--- src/design/sirm_params.svh ---
`ifndef SIRM_PARAMS_SVH
`define SIRM_PARAMS_SVH

// ----------------------------------------
// Register numbers
// ----------------------------------------
`define SIRM_ADDR_GLOBAL_INGRESS   16'h1840
`define SIRM_ADDR_PORT_INGRESS     16'h1841
`define SIRM_ADDR_TAGGED_ONLY      16'h1842
`define SIRM_ADDR_PORT_STATE       16'h1843
`define SIRM_ADDR_PRI_QUEUE        16'h1845
`define SIRM_ADDR_PORT_MIRROR      16'h1846
`define SIRM_ADDR_NON_MEMBER       16'h1849

// ----------------------------------------
// Reset values
// ----------------------------------------
`define SIRM_RST_GLOBAL_INGRESS    32'h0000_0000
`define SIRM_RST_PORT_INGRESS      32'h0000_0038
`define SIRM_RST_TAGGED_ONLY       32'h0000_0000
`define SIRM_RST_PORT_STATE        32'h0000_0000
`define SIRM_RST_PRI_QUEUE         32'h0000_fa41
`define SIRM_RST_PORT_MIRROR       32'h0000_0000
`define SIRM_RST_NON_MEMBER        32'h0000_0000

// ----------------------------------------
// Field positions
// ----------------------------------------
`define SIRM_VLAN_EN_BIT           0
`define SIRM_LEARN_LSB             3
`define SIRM_MEMBER_CHK_LSB        0
`define SIRM_TXMIR_BIT             0
`define SIRM_RXMIR_BIT             1
`define SIRM_MIRRORED_LSB          2
`define SIRM_SNIFFER_LSB           5
`define SIRM_MIR_FILT_BIT          8
`define SIRM_PORT_STATE_W          6
`define SIRM_PRI_MAP_W             16
`define SIRM_MIRROR_W              9

`endif

--- src/design/sirm_pkg.sv ---
package sirm_pkg;

	// Spanning-tree port state encoding
	typedef enum logic [1:0]
	{
		SIRM_ST_FWD   = 2'h0,
		SIRM_ST_BLOCK = 2'h1,
		SIRM_ST_LEARN = 2'h2,
		SIRM_ST_DIS   = 2'h3
	} sirm_stp_t;

	typedef logic [2:0] sirm_pmap_t;

	// Port number to one-hot map, zero for an illegal number
	function automatic sirm_pmap_t sirm_port_bit(input logic [1:0] port);
		sirm_pmap_t m;
		m = 3'h0;
		if (port < 2'h3)
			m[port] = 1'b1;
		return m;
	endfunction

endpackage

--- src/design/sirm_cfg_if.sv ---
`timescale 1ns/100ps
`include "sirm_params.svh"

interface sirm_cfg_if;
	logic                             vlan_en;
	logic [2:0]                       learn_en;
	logic [2:0]                       member_chk;
	logic [2:0]                       tagged_only;
	logic [2:0]                       admit_nm;
	logic [`SIRM_PORT_STATE_W-1:0]    port_state;
	logic [`SIRM_PRI_MAP_W-1:0]       pri_map;
	logic [`SIRM_MIRROR_W-1:0]        mirror;

	modport regs
	(
		output vlan_en, learn_en, member_chk, tagged_only, admit_nm, port_state, pri_map, mirror
	);
	modport core
	(
		input vlan_en, learn_en, member_chk, tagged_only, admit_nm, port_state, pri_map, mirror
	);
endinterface

--- src/design/sirm_ingress.sv ---
`timescale 1ns/100ps
`include "sirm_params.svh"

module sirm_ingress
	import sirm_pkg::*;
#(
	parameter int NUM_PORTS = 3
)
(
	input  wire logic          clock,
	input  wire logic          sys_rst,
	input  wire logic [15:0]   reg_addr,
	input  wire logic          reg_wr,
	input  wire logic          reg_rd,
	input  wire logic [31:0]   reg_wdata,
	output logic      [31:0]   reg_rdata,
	input  wire logic          rx_valid,
	input  wire logic [1:0]    rx_port,
	input  wire logic          rx_vid_tagged,
	input  wire logic [2:0]    rx_prio,
	input  wire logic [2:0]    rx_vlan_member,
	input  wire logic          rx_vlan_active,
	input  wire logic          rx_da_found,
	input  wire logic [2:0]    rx_da_map,
	output logic               dec_valid,
	output logic      [2:0]    dec_fwd_map,
	output logic               dec_drop,
	output logic               dec_learn,
	output logic      [1:0]    dec_queue,
	output logic               filtered_cnt_inc,
	output logic               drop_int_set,
	input  wire logic          tx_valid,
	input  wire logic [1:0]    tx_port,
	output logic               tx_mirror_valid,
	output logic      [2:0]    tx_mirror_map
);

	// ----------------------------------------
	// Configuration checks
	// ----------------------------------------
	// Register layout fixes three ports
	if (NUM_PORTS != 3)
		$error("sirm_ingress supports exactly three ports");

	// Field layout must fit the configuration words
	if (`SIRM_MIR_FILT_BIT >= `SIRM_MIRROR_W || 2 * NUM_PORTS > `SIRM_PORT_STATE_W)
		$error("sirm_ingress field layout does not fit the registers");

	// ----------------------------------------
	// Register file
	// ----------------------------------------
	// Configuration bundle from the register file
	sirm_cfg_if cfg ();

	// Register decode, storage and read-back
	sirm_regs u_regs
	(
		.clock     (clock),
		.sys_rst   (sys_rst),
		.reg_addr  (reg_addr),
		.reg_wr    (reg_wr),
		.reg_rd    (reg_rd),
		.reg_wdata (reg_wdata),
		.reg_rdata (reg_rdata),
		.cfg       (cfg.regs)
	);

	// ----------------------------------------
	// Mirror configuration fields
	// ----------------------------------------
	sirm_pmap_t  sniffer;
	sirm_pmap_t  mirrored;
	logic        rx_mir_en;
	logic        tx_mir_en;
	logic        filt_mir_en;

	// Mirror control bits
	assign sniffer     = cfg.mirror[`SIRM_SNIFFER_LSB +: 3];
	assign mirrored    = cfg.mirror[`SIRM_MIRRORED_LSB +: 3];
	assign rx_mir_en   = cfg.mirror[`SIRM_RXMIR_BIT];
	assign tx_mir_en   = cfg.mirror[`SIRM_TXMIR_BIT];
	assign filt_mir_en = cfg.mirror[`SIRM_MIR_FILT_BIT];

	// ----------------------------------------
	// Receive decision, live config per packet
	// ----------------------------------------
	sirm_pmap_t  pbit;
	sirm_stp_t   st;
	logic        port_ok;
	logic        chk;
	logic        ingress_fail;
	logic        egress_fail;
	logic        tag_fail;
	logic        stp_fwd;
	logic        stp_learn;
	logic        mir;
	sirm_pmap_t  egress;
	logic        drop_d;
	logic        learn_d;
	logic [2:0]  fwd_d;
	logic [1:0]  queue_d;

	// Two-bit entry of a packed per-index table
	function automatic logic [1:0] pair_sel(input logic [15:0] tbl, input logic [2:0] idx);
		logic [1:0] f;
		f = tbl[{idx, 1'b0} +: 2];
		return f;
	endfunction

	// Ingress port and its spanning-tree state
	always_comb
	begin
		pbit    = sirm_port_bit(rx_port);
		port_ok = |pbit;
		st      = SIRM_ST_DIS;
		if (port_ok)
			st = sirm_stp_t'(pair_sel({10'h000, cfg.port_state}, {1'b0, rx_port}));
		stp_fwd   = (st == SIRM_ST_FWD);
		stp_learn = (st == SIRM_ST_FWD) || (st == SIRM_ST_LEARN);
	end

	// VLAN filters, all gated by the global enable
	always_comb
	begin
		chk          = cfg.vlan_en & |(cfg.member_chk & pbit);
		ingress_fail = chk & ~|(rx_vlan_member & pbit)
			& ~(|(cfg.admit_nm & pbit) & rx_vlan_active);
		egress_fail  = chk & rx_da_found & |(rx_da_map & ~rx_vlan_member);
		tag_fail     = cfg.vlan_en & |(cfg.tagged_only & pbit) & ~rx_vid_tagged;
	end

	// Drop and learn verdicts, learning ignores VLAN drops
	always_comb
	begin
		drop_d  = ~port_ok | ~stp_fwd | ingress_fail | egress_fail | tag_fail;
		learn_d = port_ok & stp_learn & |(cfg.learn_en & pbit);
	end

	// Egress map plus sniffer copy, known destination to its port, unknown floods
	always_comb
	begin
		egress = (rx_da_found ? rx_da_map : 3'h7) & ~pbit;
		mir    = rx_mir_en & |(mirrored & pbit);
		if (drop_d)
			fwd_d = (mir & filt_mir_en) ? sniffer : 3'h0;
		else
			fwd_d = egress | (mir ? sniffer : 3'h0);
	end

	// Traffic class lookup
	always_comb
	begin
		queue_d = pair_sel(cfg.pri_map, rx_prio);
	end

	// Registered decision, one cycle after request
	always_ff @(posedge clock)
	begin
		if (sys_rst)
		begin
			dec_valid        <= 1'b0;
			dec_fwd_map      <= 3'h0;
			dec_drop         <= 1'b0;
			dec_learn        <= 1'b0;
			dec_queue        <= 2'h0;
			filtered_cnt_inc <= 1'b0;
			drop_int_set     <= 1'b0;
		end
		else
		begin
			dec_valid        <= rx_valid;
			filtered_cnt_inc <= rx_valid & drop_d;
			drop_int_set     <= rx_valid & drop_d;
			if (rx_valid)
			begin
				dec_fwd_map <= fwd_d;
				dec_drop    <= drop_d;
				dec_learn   <= learn_d;
				dec_queue   <= queue_d;
			end
		end
	end

	// ----------------------------------------
	// Transmit mirroring
	// ----------------------------------------
	logic        tx_hit;

	// Transmitted on a mirrored port with copies on
	assign tx_hit = tx_valid & tx_mir_en & |(mirrored & sirm_port_bit(tx_port));

	// Copy pulse and sniffer map
	always_ff @(posedge clock)
	begin
		if (sys_rst)
		begin
			tx_mirror_valid <= 1'b0;
			tx_mirror_map   <= 3'h0;
		end
		else
		begin
			tx_mirror_valid <= tx_hit;
			if (tx_valid)
				tx_mirror_map <= sniffer;
		end
	end

endmodule

--- src/design/sirm_regs.sv ---
`timescale 1ns/100ps
`include "sirm_params.svh"

module sirm_regs
	import sirm_pkg::*;
(
	input  wire logic          clock,
	input  wire logic          sys_rst,
	input  wire logic [15:0]   reg_addr,
	input  wire logic          reg_wr,
	input  wire logic          reg_rd,
	input  wire logic [31:0]   reg_wdata,
	output logic      [31:0]   reg_rdata,
	sirm_cfg_if.regs           cfg
);

	logic [31:0] glob_q;
	logic [31:0] ping_q;
	logic [31:0] tonly_q;
	logic [31:0] state_q;
	logic [31:0] pri_q;
	logic [31:0] mir_q;
	logic [31:0] nmem_q;
	logic [31:0] rdata_d;
	logic [31:0] rdata_q;

	// ----------------------------------------
	// Register writes, implemented bits only
	// ----------------------------------------
	always_ff @(posedge clock)
	begin
		if (sys_rst)
		begin
			glob_q  <= `SIRM_RST_GLOBAL_INGRESS;
			ping_q  <= `SIRM_RST_PORT_INGRESS;
			tonly_q <= `SIRM_RST_TAGGED_ONLY;
			state_q <= `SIRM_RST_PORT_STATE;
			pri_q   <= `SIRM_RST_PRI_QUEUE;
			mir_q   <= `SIRM_RST_PORT_MIRROR;
			nmem_q  <= `SIRM_RST_NON_MEMBER;
		end
		else if (reg_wr)
		begin
			case (reg_addr)
				`SIRM_ADDR_GLOBAL_INGRESS: glob_q  <= reg_wdata & 32'h0000_0001;
				`SIRM_ADDR_PORT_INGRESS:   ping_q  <= reg_wdata & 32'h0000_003f;
				`SIRM_ADDR_TAGGED_ONLY:    tonly_q <= reg_wdata & 32'h0000_0007;
				`SIRM_ADDR_PORT_STATE:     state_q <= reg_wdata & 32'h0000_003f;
				`SIRM_ADDR_PRI_QUEUE:      pri_q   <= reg_wdata & 32'h0000_ffff;
				`SIRM_ADDR_PORT_MIRROR:    mir_q   <= reg_wdata & 32'h0000_01ff;
				`SIRM_ADDR_NON_MEMBER:     nmem_q  <= reg_wdata & 32'h0000_0007;
				default:                   ;
			endcase
		end
	end

	// Read mux, unmapped numbers read zero
	always_comb
	begin
		case (reg_addr)
			`SIRM_ADDR_GLOBAL_INGRESS: rdata_d = glob_q;
			`SIRM_ADDR_PORT_INGRESS:   rdata_d = ping_q;
			`SIRM_ADDR_TAGGED_ONLY:    rdata_d = tonly_q;
			`SIRM_ADDR_PORT_STATE:     rdata_d = state_q;
			`SIRM_ADDR_PRI_QUEUE:      rdata_d = pri_q;
			`SIRM_ADDR_PORT_MIRROR:    rdata_d = mir_q;
			`SIRM_ADDR_NON_MEMBER:     rdata_d = nmem_q;
			default:                   rdata_d = 32'h0000_0000;
		endcase
	end

	// Read data held until next read
	always_ff @(posedge clock)
	begin
		if (sys_rst)
			rdata_q <= 32'h0000_0000;
		else if (reg_rd)
			rdata_q <= rdata_d;
	end

	assign reg_rdata       = rdata_q;
	assign cfg.vlan_en     = glob_q[`SIRM_VLAN_EN_BIT];
	assign cfg.learn_en    = ping_q[`SIRM_LEARN_LSB +: 3];
	assign cfg.member_chk  = ping_q[`SIRM_MEMBER_CHK_LSB +: 3];
	assign cfg.tagged_only = tonly_q[2:0];
	assign cfg.admit_nm    = nmem_q[2:0];
	assign cfg.port_state  = state_q[`SIRM_PORT_STATE_W-1:0];
	assign cfg.pri_map     = pri_q[`SIRM_PRI_MAP_W-1:0];
	assign cfg.mirror      = mir_q[`SIRM_MIRROR_W-1:0];

endmodule
--- config.mk ---
export PLATFORM = sky130hd
export DESIGN_NAME = sirm_ingress
export DESIGN_NICKNAME = d
export VERILOG_FILES = /design/src/design/sirm_pkg.sv /design/src/design/sirm_cfg_if.sv /design/src/design/sirm_ingress.sv /design/src/design/sirm_regs.sv
export VERILOG_INCLUDE_DIRS = /design/src /design/src/design
export SDC_FILE = /design/constraint.sdc
export NUM_CORES = 1
export LEC_CHECK = 0
export BUFFER_PORTS_ARGS = -buffer_cell sky130_fd_sc_hd__buf_4
export CORE_MARGIN = 4
export CORE_UTILIZATION = 36
export DETAILED_ROUTE_END_ITERATION = 10
export GPL_ROUTABILITY_DRIVEN = 0
export PLACE_DENSITY = 0.68
export SLEW_MARGIN = 20
export SYNTH_ARGS = -nofsm -noshare
export SYNTH_HDL_FRONTEND = slang
export SYNTH_HIERARCHICAL = 1
export SYNTH_SLANG_ARGS = --single-unit
--- constraint.sdc ---
create_clock -name clock -period 6.34 [get_ports clock]
set_input_delay 0.951 -clock clock [delete_from_list [all_inputs] [get_ports clock]]
set_output_delay 0.951 -clock clock [all_outputs]
set_load 0.03 [all_outputs]
==> results.py <==
metrics = {
    "synth": {
        "avgSynthCellArea_um2": 8.78,
        "ys_async_sr_fraction": 0,
        "synth_flop_cell": "dfxtp_1",
        "synth_top_area_frac": 0.400,
        "yosys_warnings": 6,
        "synth-seq-area-share": 0.400,
        "synth_seq_cells": 73,
        "syn_area_um2": 3650,
        "synth_area_leaders": "dfxtp_1, mux2i_1, nand2_1",
        "syn_inst": 416,
        "yosysUniqueCellTypes": 51,
        "yosysTopAreaCell": "dfxtp_1",
        "synth-edff-count": 0,
    },
    "hold_path": {
        "hp-class": "register to register",
    },
    "worst_setup_path": {
        "critPathBufInv": 1,
        "path_cells": "buf_4 -> or4b_1 -> or4_1 -> nor3_2 -> a22oi_1 -> nor2_1",
        "worst-path-max-fanout": 16,
        "endpoint_kind": "register",
        "cp_top_family": "simple AND/OR/NAND/NOR gates",
        "slowest_stage": "or4_1",
        "crit_required_ns": 6.63,
        "worst_ep_arrival_time_ns": 3.26,
        "slowest_delay_ns": 0.82,
        "startpoint_type": "input port",
        "critical_path_class": "input port to register",
    },
    "grt": {
        "grt_pass1_vias": 3159,
        "grt.total_usage": 0.174,
        "grt.overflow.total": 0,
        "grt_pass1_wl_um": 16000,
        "antenna_found_initial": 0,
        "grt_max_degree": 72,
    },
    "cts": {
        "cts_setup_buffers": 0,
        "clk_latency_ns": 0.36,
        "cts_buffers": 9,
        "htree_levels": 3,
        "cts_sinks": 73,
        "cts_tree": "built",
        "hold_buffers": 0,
        "cts_buffer_depth": 2,
        "root_buffer": "clkbuf_8",
        "post_cts_resized": 0,
        "cts.clk_slew.worst_paths_ns": 0.08,
    },
    "timing": {
        "timing.final.max_slew_violations": 0,
        "fmax_mhz": 337,
        "fin_skew_ns": 0.0115,
        "worst_slew_pin_slew_ns": 0.795,
        "slew_headroom": 0.469,
        "min_period_over_period": 0.468,
        "final.min_clock_period_ns": 2.97,
        "hold_violations": 0,
        "setup_tns_ns": 0,
        "rsz0062_at_grt": "no",
        "setup_viol": 0,
    },
    "run_status": {
        "status": "finished, final reports clean",
    },
    "floorplanning": {
        "start_util": 0.372,
        "die_x_um": 109,
        "pin_count": 116,
        "core-area_um2": 9820,
        "die_area_um2": 11800,
        "rows": 36,
        "fp.dieH_um": 109,
    },
    "run": {
        "cap_violations": 0,
    },
    "route": {
        "firstDrtPassIters": 5,
        "first_iter_violations": 178,
        "viasPerCell": 5.20,
        "postRouteAntennaNets": 0,
        "wl_per_cell_um": 15.8,
        "dr_total_vias": 3216,
        "wl_um": 9810,
        "drc": 0,
    },
    "placed_design": {
        "port_buffers": 83,
        "hpwl_um": 7240,
    },
    "pwr": {
        "leakage_nw": 1.82,
        "powerDensity_nw_per_um2": 211,
        "ir_drop_mv": 0.0834,
    },
    "layout": {
        "nFillCells": 995,
        "finish.utilization": 0.453,
        "area.growth.synth_to_final_pct": 21.9,
        "layout-drive-gt1-share": 0.247,
        "final_common_cell": "buf_4",
        "final_cell_mix": "buf_4, dfxtp_1, nand2_1",
        "antenna_cells": 0,
        "fin_nets": 551,
    },
}
Yosys cell counts (all sizes together) (3+ instances only):
master   number
dfxtp        73
nand2        59
nor2         51
mux2i        35
buf          25
a21oi        21
clkbuf       19
a22oi        15
o21ai        15
nor2b         9
nand3b        8
inv           7
mux2          7
nand2b        6
a221oi        5
a32oi         5
o22ai         5
a211o         4
mux4          4
nand4         4
a211oi        3
a2bb2oi       3
nand3         3
nor3          3
nor4          3
o31ai         3
or4b          3
flip-flops by register name, indices dropped and copies added (netlist names), 2 cells and up:
| register | flops |
|---|---|
| u_regs/pri_q | 16 |
| u_regs/reg_rdata | 16 |
| u_regs/mir_q | 9 |
| u_regs/ping_q | 6 |
| u_regs/state_q | 6 |
| dec_fwd_map | 3 |
| tx_mirror_map | 3 |
| u_regs/nmem_q | 3 |
| u_regs/tonly_q | 3 |
| dec_queue | 2 |
routing by layer:
layer,vias to the layer above,share of wire,GRT usage
li1,1581,-,-
met2,109,0.46,0.272
met4,0,0.019,0.0703
met3,14,0.069,0.0420
met1,1512,0.46,0.231
met5,-,0,0
metrics by stage:
step | setup WS, ns | total power, mW | hold slack, ns | instance area, µm² | instances
2_1_floorplan | 3.42 | 0.543 | 0.441 | 3710 | 431
3_3_place_gp | 3.03 | 0.580 | 0.458 | 4250 | 603
3_5_place_dp | 3.00 | 0.581 | 0.451 | 4250 | 603
4_1_cts | 3.36 | 0.948 | 0.479 | 4450 | 619
5_1_grt | 3.22 | 0.975 | 0.506 | 4450 | 619
6_report | 3.37 | 0.939 | 0.477 | 4450 | 619
cell families (layout without fill, tap and decap cells):
group,after synthesis,count (layout),synth area share
buffers and inverters,51,106,0.0757
DFF,73,73,0.400
other,1,16,0.00103
and+or+nand+nor,158,158,0.212
AOI/OAI and AO/OA,87,87,0.167
muxes,46,46,0.143
where the power goes:
| part | internal (mW) | switching (mW) |
|---|---|---|
| Clock | 0.185 | 0.184 |
| Sequential | 0.462 | 0.00180 |
| Combinational | 0.0426 | 0.0641 |
| Total | 0.689 | 0.250 |
worst reg2reg max path, stage by stage (launching register included):
cell,delay [ns]
dfxtp_1,0.33
mux2i_1,0.18
mux2i_1,0.13
a311o_1,0.38
a31oi_4,0.26
mux2_4,0.36
o21ai_2,0.12
layout make-up:
class                      instances  area (µm²)  share of cell area
multi-input combinational        307        1970               0.443
sequential                        73        1460               0.328
timing repair buffer              83         623               0.140
tap                              133         166              0.0374
clock buffer                       9         124              0.0278
clock inverter                     7        78.8              0.0177
inverter                           7        26.3             0.00591
path summary, 6_finish.rpt:
check,cells past startpoint,slack [ns],end,start
worst min register to register,2,0.48,dec_fwd_map[0]$_SDFFE_PP0P_,dec_fwd_map[0]$_SDFFE_PP0P_
worst max-delay path,6,3.37,u_regs/reg_rdata[11]$_SDFFE_PP0P_,reg_addr[5]
worst max register to register,6,4.51,dec_fwd_map[0]$_SDFFE_PP0P_,u_regs/state_q[2]$_SDFFE_PP0P_
worst min-delay path,2,0.48,dec_fwd_map[0]$_SDFFE_PP0P_,dec_fwd_map[0]$_SDFFE_PP0P_
Power figures use the tool's default switching activity.
